===== src/rtl/accum_add_pkg.sv =====
// Constants, field layouts and types of the accumulator add unit
package accum_add_pkg;
  localparam logic [7:0] ctrl_off = 8'h00;
  localparam logic [7:0] instr_off = 8'h04;
  localparam logic [7:0] operand_off = 8'h08;
  localparam logic [7:0] repeat_off = 8'h0c;
  localparam logic [7:0] acc_off = 8'h10;
  localparam logic [7:0] status_off = 8'h14;
  localparam logic [7:0] page_off = 8'h18;
  localparam logic [7:0] cycles_off = 8'h1c;
  localparam logic [15:0] ctrl_rst = 16'h0000;
  localparam logic [15:0] ctrl_mask = 16'hff73;
  localparam logic [31:0] acc_rst = 32'h00000000;
  localparam logic [8:0] page_rst = 9'h000;
  // Status word fields
  localparam int st_carry = 0;
  localparam int st_ovf = 1;
  localparam int st_busy = 2;
  localparam int st_refused = 3;
  localparam int st_aux_lsb = 4;
  localparam int st_words_lsb = 8;
  localparam int st_mod_lsb = 10;
  localparam int st_addr_lsb = 16;
  // Instruction encodings
  localparam logic [3:0] shift_hi = 4'h2;
  localparam logic [7:0] add16_hi = 8'h61;
  localparam logic [7:0] accumulate_with_carry_op_hi = 8'h60;
  localparam logic [7:0] short_hi = 8'hb8;
  localparam logic [11:0] long_hi = 12'hbf9;
  localparam logic [15:0] abs_word = 16'hbe00;
  localparam logic [2:0] mod_reserved = 3'h3;
  localparam logic [31:0] acc_max = 32'h7fffffff;
  localparam logic [31:0] acc_min = 32'h80000000;
  localparam logic [1:0] words_one = 2'h1;
  localparam logic [1:0] words_two = 2'h2;

  typedef struct packed {
    logic [3:0] data_wait;
    logic [3:0] prog_wait;
    logic rsvd_hi;
    logic same_block;
    logic oper_ext;
    logic code_ext;
    logic [1:0] rsvd_lo;
    logic saturate_mode;
    logic sign_extend_mode;
  } ctrl_t;

  typedef enum logic [2:0] {
    kind_shift, kind_shift16, kind_short, kind_long, kind_accumulate_with_carry_op, kind_abs, kind_bad
  } op_kind_t;

  typedef enum logic {st_idle, st_exec} exec_state_t;
endpackage


===== src/rtl/accumulator_add_unit.sv =====
// Accumulator add datapath with APB register access
// Functional notes
// - Shift amount 0 to 15, default zero
// - Direct address: page pointer plus seven bits
// - Next aux field selects pointer zero-seven
// - Seven indirect modifier options decoded
// - Short form adds low byte unshifted
// - Long form shifts second word constant
// - Shifted operand added into accumulator
// - Zero fill low, sign or zero high
// - Short form ignores sign mode, not repeatable
// - Normal shifts: carry set or cleared
// - Shift sixteen: carry only set
// - Mode dependencies per form; flags always updated
// - One word, long form two words
// - Shift bits 11-8, bit 7 indirect
// - Separate shift-sixteen direct and indirect encodings
// - Add with carry, operand unsigned
// - Add with carry sets or clears carry
// - Add with carry ignores sign mode
// - Cycle counts by operand and code placement
// - Same single-access block adds one cycle
// - Repeated counts n, n+nd, n+1+p+nd
// - Short form one or 1+p cycles
// - Long form two or 2+2p cycles
// - Magnitude negates negatives, clears carry
// - Magnitude of minimum: keep or saturate, flag
`timescale 1ns/1ps
module accumulator_add_unit #(
  parameter int rep_width = 8,
  parameter int cyc_width = 16
) (
  input wire logic pclk,
  input wire logic presetn,
  input wire logic clk_en,
  input wire logic psel,
  input wire logic penable,
  input wire logic pwrite,
  input wire logic [11:0] paddr,
  input wire logic [31:0] pwdata,
  output logic [31:0] prdata,
  output logic pready,
  output logic pslverr,
  output logic [31:0] accumulator_reg,
  output logic carry_flag,
  output logic overflow_flag,
  output logic busy,
  output logic [2:0] current_aux_pointer,
  output logic [15:0] operand_addr
);
  if (rep_width < 1 || rep_width > 32 || cyc_width < rep_width + 6) begin : g_width_check
    $error("cyc_width too small for rep_width");
  end

  accum_add_pkg::ctrl_t ctrl_reg;
  accum_add_pkg::op_kind_t kind_reg;
  accum_add_pkg::exec_state_t state_reg;
  logic [31:0] instr_reg;
  logic [15:0] operand_reg;
  logic [rep_width-1:0] rep_reg;
  logic [8:0] page_reg;
  logic [cyc_width-1:0] cyc_left_reg;
  logic [cyc_width-1:0] cyc_total_reg;
  logic [rep_width-1:0] iter_left_reg;
  logic [1:0] words_reg;
  logic [2:0] mod_reg;
  logic refused_reg;

  function automatic logic hit(input logic [11:0] a, input logic [7:0] off);
    return a == {4'h0, off};
  endfunction

  function automatic accum_add_pkg::op_kind_t decode(input logic [15:0] w);
    if (w[15:12] == accum_add_pkg::shift_hi) return accum_add_pkg::kind_shift;
    if (w[15:8] == accum_add_pkg::add16_hi) return accum_add_pkg::kind_shift16;
    if (w[15:8] == accum_add_pkg::accumulate_with_carry_op_hi) return accum_add_pkg::kind_accumulate_with_carry_op;
    if (w[15:8] == accum_add_pkg::short_hi) return accum_add_pkg::kind_short;
    if (w[15:4] == accum_add_pkg::long_hi) return accum_add_pkg::kind_long;
    if (w == accum_add_pkg::abs_word) return accum_add_pkg::kind_abs;
    return accum_add_pkg::kind_bad;
  endfunction

  function automatic logic mem_form(input accum_add_pkg::op_kind_t k);
    return k == accum_add_pkg::kind_shift || k == accum_add_pkg::kind_shift16 ||
           k == accum_add_pkg::kind_accumulate_with_carry_op;
  endfunction

  // Execution length in cycles for a given form, count and placement
  function automatic logic [cyc_width-1:0] cycles(input accum_add_pkg::op_kind_t k,
      input logic [rep_width-1:0] n, input accum_add_pkg::ctrl_t c);
    logic [cyc_width-1:0] nn;
    logic [cyc_width-1:0] pp;
    logic [cyc_width-1:0] dd;
    logic [cyc_width-1:0] t;
    nn = cyc_width'(n);
    pp = c.code_ext ? cyc_width'(c.prog_wait) : '0;
    dd = cyc_width'(c.data_wait);
    t = nn + pp;
    if (k == accum_add_pkg::kind_long) begin
      t = t + pp + cyc_width'(1);
    end else if (mem_form(k)) begin
      if (c.oper_ext) begin
        t = t + cyc_width'(nn * dd);
      end
      if (c.oper_ext && c.code_ext) begin
        t = t + cyc_width'(1);
      end
      if (c.same_block && !c.oper_ext && !c.code_ext) begin
        t = t + cyc_width'(1);
      end
    end
    return t;
  endfunction

  // Bus decode
  wire setup = psel & ~penable;
  wire access = psel & penable & pready;
  wire sel_ctrl = hit(paddr, accum_add_pkg::ctrl_off);
  wire sel_instr = hit(paddr, accum_add_pkg::instr_off);
  wire sel_oper = hit(paddr, accum_add_pkg::operand_off);
  wire sel_rep = hit(paddr, accum_add_pkg::repeat_off);
  wire sel_acc = hit(paddr, accum_add_pkg::acc_off);
  wire sel_stat = hit(paddr, accum_add_pkg::status_off);
  wire sel_page = hit(paddr, accum_add_pkg::page_off);
  wire sel_cyc = hit(paddr, accum_add_pkg::cycles_off);
  wire mapped = sel_ctrl | sel_instr | sel_oper | sel_rep | sel_acc | sel_stat | sel_page | sel_cyc;
  // Writes that would disturb a running operation are refused
  wire busy_err = pwrite & busy & (sel_instr | sel_acc | sel_stat | sel_ctrl | sel_oper | sel_rep);
  wire wr_ok = access & pwrite & ~pslverr;
  wire [31:0] status_word = {operand_addr, 3'h0, mod_reg, words_reg, 1'b0, current_aux_pointer,
                             refused_reg, busy, overflow_flag, carry_flag};
  wire [31:0] rd_mux = sel_ctrl ? {16'h0, ctrl_reg} :
                       sel_instr ? instr_reg :
                       sel_oper ? {16'h0, operand_reg} :
                       sel_rep ? 32'(rep_reg) :
                       sel_acc ? accumulator_reg :
                       sel_stat ? status_word :
                       sel_page ? {23'h0, page_reg} :
                       sel_cyc ? 32'(cyc_total_reg) : 32'h0;

  // Start decode of a newly written instruction
  wire [15:0] w_new = pwdata[15:0];
  accum_add_pkg::op_kind_t k_new;
  assign k_new = decode(w_new);
  wire start = wr_ok & sel_instr;
  wire start_ok = start & (k_new != accum_add_pkg::kind_bad);
  wire ind_new = mem_form(k_new) & w_new[7];
  wire dir_new = mem_form(k_new) & ~w_new[7];
  wire rpt_bad = (k_new == accum_add_pkg::kind_short) & (rep_reg != '0);
  wire mod_bad = ind_new & (w_new[6:4] == accum_add_pkg::mod_reserved);
  wire refuse_set = start & ((k_new == accum_add_pkg::kind_bad) | rpt_bad | mod_bad);
  wire [rep_width-1:0] n_new = (rep_reg == '0 || k_new == accum_add_pkg::kind_short) ?
                               rep_width'(1) : rep_reg;
  wire [cyc_width-1:0] cyc_new = cycles(k_new, n_new, ctrl_reg);

  // Operand formation
  wire [15:0] iw = instr_reg[15:0];
  wire is_long = kind_reg == accum_add_pkg::kind_long;
  wire is_short = kind_reg == accum_add_pkg::kind_short;
  wire is_abs = kind_reg == accum_add_pkg::kind_abs;
  wire is_accumulate_with_carry_op = kind_reg == accum_add_pkg::kind_accumulate_with_carry_op;
  wire is_s16 = kind_reg == accum_add_pkg::kind_shift16;
  wire [3:0] sh_amt = is_long ? iw[3:0] : iw[11:8];
  wire [15:0] src = is_long ? instr_reg[31:16] : operand_reg;
  wire sxm_eff = ctrl_reg.sign_extend_mode & ~is_accumulate_with_carry_op & ~is_short;
  wire [31:0] src_ext = {{16{sxm_eff & src[15]}}, src};
  wire [31:0] opnd = is_short ? {24'h0, iw[7:0]} :
                     is_s16 ? {src, 16'h0} :
                     src_ext << sh_amt;
  wire cin = is_accumulate_with_carry_op & carry_flag;
  wire [32:0] sum = {1'b0, accumulator_reg} + {1'b0, opnd} + {32'h0, cin};
  wire add_ovf = (accumulator_reg[31] == opnd[31]) & (sum[31] != accumulator_reg[31]);
  wire sat = ctrl_reg.saturate_mode;
  wire [31:0] add_sat = accumulator_reg[31] ? accum_add_pkg::acc_min : accum_add_pkg::acc_max;
  wire [31:0] add_res = (add_ovf & sat) ? add_sat : sum[31:0];
  wire abs_min = accumulator_reg == accum_add_pkg::acc_min;
  wire [31:0] neg = ~accumulator_reg + 32'h1;
  wire [31:0] abs_res = abs_min ? (sat ? accum_add_pkg::acc_max : accum_add_pkg::acc_min) :
                        accumulator_reg[31] ? neg : accumulator_reg;
  wire [31:0] res = is_abs ? abs_res : add_res;
  wire carry_res = is_abs ? 1'b0 :
                   is_s16 ? (carry_flag | sum[32]) :
                   sum[32];
  wire ovf_set_ev = is_abs ? abs_min : add_ovf;
  // Iterations land in the final cycles of the execution window
  wire apply = (state_reg == accum_add_pkg::st_exec) &
               (cyc_left_reg <= cyc_width'(iter_left_reg));
  wire last = (state_reg == accum_add_pkg::st_exec) & (cyc_left_reg == cyc_width'(1));

  wire ovf_set = apply & ovf_set_ev;
  wire ovf_clr = wr_ok & sel_stat & pwdata[accum_add_pkg::st_ovf];
  wire ref_clr = wr_ok & sel_stat & pwdata[accum_add_pkg::st_refused];
  wire [31:0] acc_next = apply ? res : (wr_ok & sel_acc) ? pwdata : accumulator_reg;
  wire carry_next = apply ? carry_res : (wr_ok & sel_stat) ? pwdata[accum_add_pkg::st_carry] : carry_flag;

  // Bus response, registered in the setup cycle
  always_ff @(posedge pclk or negedge presetn) begin
    if (!presetn) begin
      pready <= 1'b0;
      pslverr <= 1'b0;
      prdata <= 32'h0;
    end else if (clk_en) begin
      pready <= setup;
      pslverr <= setup & (~mapped | busy_err);
      prdata <= (setup & ~pwrite & mapped) ? rd_mux : 32'h0;
    end
  end

  // Software registers
  always_ff @(posedge pclk or negedge presetn) begin
    if (!presetn) begin
      ctrl_reg <= accum_add_pkg::ctrl_rst;
      operand_reg <= 16'h0;
      rep_reg <= '0;
      page_reg <= accum_add_pkg::page_rst;
    end else if (clk_en && wr_ok) begin
      if (sel_ctrl) ctrl_reg <= pwdata[15:0] & accum_add_pkg::ctrl_mask;
      if (sel_oper) operand_reg <= pwdata[15:0];
      if (sel_rep) rep_reg <= pwdata[rep_width-1:0];
      if (sel_page) page_reg <= pwdata[8:0];
    end
  end

  // Accumulator and flags
  always_ff @(posedge pclk or negedge presetn) begin
    if (!presetn) begin
      accumulator_reg <= accum_add_pkg::acc_rst;
      carry_flag <= 1'b0;
      overflow_flag <= 1'b0;
      refused_reg <= 1'b0;
    end else if (clk_en) begin
      accumulator_reg <= acc_next;
      carry_flag <= carry_next;
      overflow_flag <= ovf_set | (overflow_flag & ~ovf_clr);
      refused_reg <= refuse_set | (refused_reg & ~ref_clr);
    end
  end

  // Execution sequencer
  always_ff @(posedge pclk or negedge presetn) begin
    if (!presetn) begin
      state_reg <= accum_add_pkg::st_idle;
      busy <= 1'b0;
      kind_reg <= accum_add_pkg::kind_abs;
      instr_reg <= 32'h0;
      cyc_left_reg <= '0;
      cyc_total_reg <= '0;
      iter_left_reg <= '0;
      words_reg <= accum_add_pkg::words_one;
      mod_reg <= 3'h0;
      current_aux_pointer <= 3'h0;
      operand_addr <= 16'h0;
    end else if (clk_en) begin
      if (start_ok) begin
        state_reg <= accum_add_pkg::st_exec;
        busy <= 1'b1;
        kind_reg <= k_new;
        instr_reg <= pwdata;
        cyc_left_reg <= cyc_new;
        cyc_total_reg <= cyc_new;
        iter_left_reg <= n_new;
        words_reg <= (k_new == accum_add_pkg::kind_long) ? accum_add_pkg::words_two :
                     accum_add_pkg::words_one;
        if (dir_new) operand_addr <= {page_reg, w_new[6:0]};
        if (ind_new) mod_reg <= w_new[6:4];
        if (ind_new && w_new[3]) current_aux_pointer <= w_new[2:0];
      end else if (state_reg == accum_add_pkg::st_exec) begin
        cyc_left_reg <= cyc_left_reg - cyc_width'(1);
        if (apply) iter_left_reg <= iter_left_reg - rep_width'(1);
        if (last) begin
          state_reg <= accum_add_pkg::st_idle;
          busy <= 1'b0;
        end
      end
    end
  end

  // Checks
  logic [cyc_width-1:0] busy_cnt;
  always_ff @(posedge pclk or negedge presetn) begin
    if (!presetn) busy_cnt <= '0;
    else if (clk_en) busy_cnt <= start_ok ? '0 : busy ? busy_cnt + cyc_width'(1) : busy_cnt;
  end

  // Reference values formed apart from the datapath
  wire [32:0] accumulate_with_carry_op_ref = {1'b0, accumulator_reg} + {17'h0, operand_reg} + {32'h0, carry_flag};
  wire signed [31:0] opnd_s = opnd;
  wire is_plain = kind_reg == accum_add_pkg::kind_shift;
  wire shift_form = is_plain | is_long;
endmodule


===== config.mk =====
export PLATFORM = sky130hd
export DESIGN_NAME = accumulator_add_unit
export DESIGN_NICKNAME = d
export VERILOG_FILES = /design/src/rtl/accum_add_pkg.sv /design/src/rtl/accumulator_add_unit.sv
export SDC_FILE = /design/constraint.sdc
export NUM_CORES = 1
export LEC_CHECK = 0
export ABC_AREA = 1
export BUFFER_PORTS_ARGS = -buffer_cell sky130_fd_sc_hd__buf_2
export CAP_MARGIN = 20
export CORE_MARGIN = 3
export CORE_UTILIZATION = 60
export CTS_CLUSTER_DIAMETER = 100
export DETAILED_ROUTE_END_ITERATION = 7
export HOLD_SLACK_MARGIN = 0.1
export PLACE_DENSITY = 0.78
export SYNTH_ARGS = -nofsm -noshare
export SYNTH_HDL_FRONTEND = slang
export SYNTH_SLANG_ARGS = --single-unit

===== constraint.sdc =====
create_clock -name pclk -period 6.3 [get_ports pclk]
set_input_delay 0.315 -clock pclk [delete_from_list [all_inputs] [get_ports pclk]]
set_output_delay 0.315 -clock pclk [all_outputs]
set_load 0.02 [all_outputs]

* After elaboration in Yosys (flattened, before gate mapping)
Index checks and enable logic that the tools add are counted.
** Cells by class
- Add/sub/neg operators :: 11
- Multipliers :: 1
- $lt $le $gt $ge :: 1
- Equality and inequality tests :: 30
- Shifts and indexed selects :: 1
- Muxes and demuxes :: 83
- Bitwise gates (word level) :: 60
- Reduce and logical (&&, ||, !) cells :: 33
** Operator list (count)
- 2-to-1 mux 32 bit :: 17
- 2-to-1 mux 16 bit :: 13
- equality test 12 x 5 -> 1 bit, second input constant :: 4
- 2-to-1 mux 3 bit :: 13
- adder 32 x 32 -> 33 bit :: 1
- adder 33 x 1 -> 33 bit :: 1
- adder 16 x 1 -> 16 bit, second input constant :: 2
- adder 32 x 1 -> 32 bit, second input constant :: 1
- bitwise AND 1 bit :: 32
- equality test 32 bit, second input constant :: 1
- 2-to-1 mux 1 bit :: 32
- 2-to-1 mux 8 bit :: 4
- NOT 32 bit :: 1
- left shift 32 x 4 -> 32 bit :: 1
- equality test 12 x 4 -> 1 bit, second input constant :: 2
- bitwise OR 1 bit :: 18
- AND reduction 3 bit :: 6
- equality test 16 x 1 -> 1 bit, second input constant :: 1
- equality test 16 bit, second input constant :: 1
- equality test 8 x 7 -> 1 bit, second input constant :: 2
- <= comparator 16 x 8 -> 1 bit :: 1
- AND reduction 2 bit :: 8
- subtractor 16 x 1 -> 16 bit, second input constant :: 1
- equality test 3 x 2 -> 1 bit, second input constant :: 5
- 28 further kinds :: 52
** Word-level totals
- Flip-flop bits (word level) :: 216
- Input port bits :: 50
- Output and inout port bits :: 88

* Depth between registers and ports, before layout
- Depth after elaboration :: 40
- Gate-level depth with buffers :: 38

* Least setup slack after synthesis
Ideal clock, no wire load.
- Kind :: register -> register
- Start point :: register rep_reg[2]
- End point :: register cyc_left_reg[12]
- Setup time :: 119 ps
- Data arrival time :: 4744 ps
- Required time :: 6181 ps
- Path slack :: 1437 ps
- Stages on the path, launching flop included :: 30
- Path buffers :: 0
- Path through :: dfrtp_1 -> inv_1 -> nand2_1 -> nor2_2 -> nand2_4 -> nand2_2 -> nor2_1 -> inv_1 -> nor2_1 -> fa_1 -> fa_1 -> inv_1 -> fa_1 -> inv_1 -> ha_1 -> a21oi_1 -> o21ai_0 -> a21oi_1 -> nor2_1 -> o21ai_0 -> nand2_1 -> a21oi_1 -> o21ai_0 -> nor2_1 -> nand2_2 -> nor3_2 -> nand3b_1 -> nand2_1 -> nand2_1 -> o21ai_2
** On the way
- Word-level cells in the longest chain between the ends :: 17
- Elaborated cells between the ends (all ways) :: 18
** Ends and longest elaborated chain
- start, declared :: RTL line accumulator_add_unit.sv:60 : logic [rep_width-1:0] rep_reg;
- start signal, assigned :: RTL line accumulator_add_unit.sv:219 : if (sel_rep) rep_reg <= pwdata[rep_width-1:0];
- zero test 8 bit :: RTL line accumulator_add_unit.sv:152 : wire [rep_width-1:0] n_new = (rep_reg == '0 || k_new == accum_add_pkg::kind_short) ?
- logical OR 1 bit :: RTL line accumulator_add_unit.sv:152
- 2-to-1 mux 8 bit * :: RTL line accumulator_add_unit.sv:152
- multiplier 8 x 4 -> 12 bit / adder 8 x 4 -> 9 bit (equally long branches) :: RTL line accumulator_add_unit.sv:103, accumulator_add_unit.sv:98
- adder 9 x 12 -> 13 bit :: RTL line accumulator_add_unit.sv:103 : t = t + cyc_width'(nn * dd);
- 2-to-1 mux 13 bit * :: RTL line accumulator_add_unit.sv:102 : if (c.oper_ext) begin
- 2-to-1 mux 16 bit * :: RTL line accumulator_add_unit.sv:101 : end else if (mem_form(k)) begin
- 2-to-1 mux 16 bit * :: RTL line accumulator_add_unit.sv:99 : if (k == accum_add_pkg::kind_long) begin
- adder 16 x 1 -> 16 bit :: RTL line accumulator_add_unit.sv:106 : t = t + cyc_width'(1);
- 2-to-1 mux 16 bit * :: RTL line accumulator_add_unit.sv:105 : if (c.oper_ext && c.code_ext) begin
- 2-to-1 mux 16 bit * :: RTL line accumulator_add_unit.sv:101
- 2-to-1 mux 16 bit * :: RTL line accumulator_add_unit.sv:99
- adder 16 x 1 -> 16 bit :: RTL line accumulator_add_unit.sv:109 : t = t + cyc_width'(1);
- 2-to-1 mux 16 bit * :: RTL line accumulator_add_unit.sv:108 : if (c.same_block && !c.oper_ext && !c.code_ext) begin
- 2-to-1 mux 16 bit * :: RTL line accumulator_add_unit.sv:101
- 2-to-1 mux 16 bit * :: RTL line accumulator_add_unit.sv:99
- 2-to-1 mux 16 bit * :: RTL line accumulator_add_unit.sv:254 : if (start_ok) begin
- end signal, assigned :: RTL line accumulator_add_unit.sv:259 : cyc_left_reg <= cyc_new;
- end signal, assigned :: RTL line accumulator_add_unit.sv:268 : cyc_left_reg <= cyc_left_reg - cyc_width'(1);
- end, declared :: RTL line accumulator_add_unit.sv:62 : logic [cyc_width-1:0] cyc_left_reg;
Every way passes the cells marked *; elsewhere a longest branch is shown, timed or not. The select of a mux whose other input is x is not followed.
A chain may end at the register's enable or synchronous reset.

* Worst setup path after layout
- Start point :: input pwdata[8]
- End point :: register cyc_left_reg[12]
** On the way
- Word-level cells in the longest chain between the ends :: 30
- Elaborated cells between the ends (all ways) :: 65
** Ends and longest elaborated chain
- start, declared :: RTL line accumulator_add_unit.sv:40 : input wire logic [31:0] pwdata,
- equality test 16 bit / equality test 8 x 7 -> 1 bit (equally long branches) :: RTL line accumulator_add_unit.sv:79, accumulator_add_unit.sv:75
- 2-to-1 mux 1 bit / 2-to-1 mux 3 bit (equally long branches) (2 in a row) :: RTL line accumulator_add_unit.sv:79, accumulator_add_unit.sv:75
- 2-to-1 mux 1 bit / 2-to-1 mux 3 bit (equally long branches) :: RTL line accumulator_add_unit.sv:78, accumulator_add_unit.sv:76
- 2-to-1 mux 1 bit / 2-to-1 mux 3 bit (equally long branches) :: RTL line accumulator_add_unit.sv:77 : if (w[15:8] == accum_add_pkg::short_hi) return accum_add_pkg::kind_short;
- 2-to-1 mux 1 bit / 2-to-1 mux 3 bit (equally long branches) :: RTL line accumulator_add_unit.sv:76, accumulator_add_unit.sv:78
- 2-to-1 mux 1 bit / 2-to-1 mux 3 bit (equally long branches) :: RTL line accumulator_add_unit.sv:75, accumulator_add_unit.sv:79
- 2-to-1 mux 3 bit :: RTL line accumulator_add_unit.sv:80 : return accum_add_pkg::kind_bad;
- 2-to-1 mux 3 bit :: RTL line accumulator_add_unit.sv:79 : if (w == accum_add_pkg::abs_word) return accum_add_pkg::kind_abs;
- [... 13 more ...]
- 2-to-1 mux 16 bit :: RTL line accumulator_add_unit.sv:105
- 2-to-1 mux 16 bit :: RTL line accumulator_add_unit.sv:101
- 2-to-1 mux 16 bit :: RTL line accumulator_add_unit.sv:99
- adder 16 x 1 -> 16 bit :: RTL line accumulator_add_unit.sv:109
- 2-to-1 mux 16 bit :: RTL line accumulator_add_unit.sv:108
- 2-to-1 mux 16 bit :: RTL line accumulator_add_unit.sv:101
- 2-to-1 mux 16 bit :: RTL line accumulator_add_unit.sv:99
- 2-to-1 mux 16 bit :: RTL line accumulator_add_unit.sv:254
Marks and branches as above.

==> results.sh <==
export IMPL_drv_slew=0
export IMPL_worstPathMaxFanout=7
export IMPL_synthCells=2651
export IMPL_final_cell_mix="nand2_1 (693), inv_1 (376), o21ai_0 (343)"
export IMPL_synthXorXnorAreaFrac_pct=3.16
export IMPL_crit_top_cell="nand2_1"
export IMPL_violations="DRC"
export IMPL_io_pins=138
export IMPL_synth_area_mux_share_pct=0.113
export IMPL_ys_top_cells_by_area="dfrtp_1 (30%), nand2_1 (15%), o21ai_0 (9.7%)"
export IMPL_clkSinkCount=215
export IMPL_hpwl_um=54800
export IMPL_num_vias=20000
export IMPL_die_y_um=178
export IMPL_yosysSeqAreaShare_pct=30.3
export IMPL_clock_path_buffers=3
export IMPL_grt_pass1_wl_um=109000
export IMPL_leakage_nw=10.1
export IMPL_synthAdderAreaFrac_pct=7.92
export IMPL_root_buffer="clkbuf_16"
export IMPL_syn_area_um2=17800
export IMPL_fin_crit_ns=5.75
export IMPL_clkLatencyLatePin_ns=0.60
export IMPL_post_synth_top_area_fraction_pct=29.9
export IMPL_clock_skew_ns=0.0471
export IMPL_cap_violations=0
export IMPL_clock_fmax_ghz=0.174
export IMPL_rows=62
export IMPL_avgViaCountPerCell=6.26
export IMPL_synth_simple_area_share_pct=27.5
export IMPL_dieWidth_um=178
export IMPL_routed_wl_um=72700
export IMPL_place_gp_congestion=1.04
export IMPL_worst_setup_path_end_kind="register"
export IMPL_cp_start_kind="input pin"
export IMPL_numCtsBuffers=27
export IMPL_postSynthAreaPerCell_um2=6.70
export IMPL_drc=1
export IMPL_drt_first_pass_iters=8
export IMPL_ys_types=59
export IMPL_syn_to_final_growth_pct=12.8
export IMPL_fin_setup_tns_ns=0
export IMPL_grt_setup_unrepaired="no"
export IMPL_start_util_pct=61.4
export IMPL_slowest_stage="dlygate4sd3_1"
export IMPL_die_area_um2=31700
export IMPL_peakVddDrop_uv=193
export IMPL_fillers=2520
export IMPL_netlist_top_cell_by_area="dfrtp_1"
export IMPL_grt_use_total_pct=44.9
export IMPL_worstPathArrival_ns=6.18
export IMPL_syn_nets=2799
export IMPL_drtIter0Drc=2618
export IMPL_grt_pass1_vias=19300
export IMPL_status="complete, but fails checks"
export IMPL_ys_ff_latch=215
export IMPL_drive_above_1_share_pct=10.7
export IMPL_path_class="input pin to register"
export IMPL_power_density_nw_per_um2=161
export IMPL_coreArea_um2=28900
export IMPL_clkTransAtPathRegs_ns=0.06
export IMPL_layout_commonest_cell="nand2_1"
export IMPL_cp_required_ns=6.74
export IMPL_grt_ovfl_total=0
export IMPL_cts_setup_buffers=0
export IMPL_synth_top_family_by_area="simple AND/OR/NAND/NOR gates"
export IMPL_htree_levels=1
export IMPL_synth_compound_area_share_pct=20.4
export IMPL_power_mw=3.22
export IMPL_dp_slack_ns=0.466
export IMPL_grt_max_degree=77
export IMPL_hold_class="input pin to register"
export IMPL_yosys_warnings=0
export IMPL_antenna_left=0
export IMPL_setup_viol=0
export IMPL_min_period_over_period_pct=91.2
export IMPL_antenna_found_initial=5
export IMPL_cts_tree="built"
export IMPL_nets=2932
export IMPL_worst_pin_slew_ns=1.06
export IMPL_cpPeakStageDelay_ns=0.55
export IMPL_portBuffers=137
export IMPL_setup_slack_ns=0.554
export IMPL_maxSlewHeadroom_pct=28.9
export IMPL_hold_slack_ns=0.113
export IMPL_final_hold_viol_count=0
export IMPL_detail_route_wl_per_cell_um=22.8
[report_power, final]
group | switching, mW | internal [mW]
combinational | 0.0965 | 0.0324
clock | 0.696 | 1.01
sequential | 0.00122 | 1.38
total | 0.794 | 2.42
[metal layers]
| metal | global-route usage, % | wire length (µm) |
|---|---|---|
| met4 | 38.4 | 7740 |
| met5 | 0 | 41 |
| met3 | 10.3 | 7610 |
| met1 | 51.3 | 25000 |
| met2 | 70.7 | 32300 |
[final cells by class]
| class | instances | area (µm²) | area share (%) |
|---|---|---|---|
| Antenna cell | 2 | 5.00 | 0.0250 |
| Clock buffer | 33 | 738 | 3.69 |
| Clock inverter | 16 | 226 | 1.13 |
| Inverter | 392 | 1470 | 7.35 |
| Multi-Input combinational cell | 1952 | 10500 | 52.4 |
| Sequential cell | 215 | 5380 | 26.9 |
| Tap cell | 384 | 480 | 2.40 |
| Timing Repair Buffer | 196 | 1220 | 6.11 |
[critical path, delay by kind of cell]
| kind | cells | cell delay (ns) |
|---|---|---|
| buffers and inverters | 6 | 1.17 |
| AO/OA/AOI/OAI | 7 | 1.07 |
| AND/OR/NAND/NOR | 18 | 2.29 |
| adder cells (fa/ha/maj) | 4 | 1.33 |
[what timing repair did]
item,in CTS,in global routing
hold buffers,23,1
endpoints found under the setup margin,0,2
resized for setup,0,1
hold endpoints to repair,100,1
[cells by family (layout without fill, tap and decap cells)]
group	count (synthesis)	in the layout
fa+ha+maj	98	98
compound gates	640	640
simple gates	1148	1148
flops	215	215
mux	2	2
xor+xnor	64	64
other cells	0	2
buf+inv	484	637
[cells in the mapped netlist, drive strengths merged]
cell	number
mux2i	2
a221oi	4
clkbuf	66
a32o	2
buf	26
o21bai	4
o221a	2
o211ai	53
o2111ai	6
dfstp	3
a31o	1
o32ai	1
xnor2	16
a211oi	12
a22o	2
nand3	130
nand2	710
fa	24
inv	386
or2	8
a31oi	17
a2111oi	1
ha	74
nor3	33
o21a	4
o22ai	24
nand4	27
o41ai	1
a21o	2
xor2	48
a22oi	4
nand3b	4
o21ai	372
o31ai	5
nor4	22
a21boi	2
a21oi	109
clkinv	6
nor2	214
dfrtp	212
o221ai	11
a32oi	1
[per-stage QoR]
step           cells  utilization, %  area (µm²)
6_report        3190            69.2       20000
4_1_cts         3187            69.2       20000
3_3_place_gp    3115            65.0       18800
2_1_floorplan   2651               -       17800
5_1_grt         3190            69.2       20000
3_5_place_dp    3115            65.0       18800
[final timing paths]
check                                       start                               to  slack [ns]  cells past startpoint
hold reg to reg            prdata[11]$_DFFE_PN0P_           prdata[11]$_DFFE_PN0P_        0.48                      2
hold / removal                               psel               pready$_DFFE_PN0P_        0.11                      3
min in group asynchronous                 presetn  accumulator_reg[19]$_DFFE_PN0P_        0.31                      2
setup / recovery                        pwdata[8]     cyc_left_reg[12]$_DFFE_PN0P_        0.55                     35
setup reg to reg           rep_reg[7]$_DFFE_PN0P_     cyc_left_reg[12]$_DFFE_PN0P_        0.56                     33
max in group asynchronous                 presetn            prdata[9]$_DFFE_PN0P_        4.54                      3
Note: power is estimated with default switching activity, not from simulation.
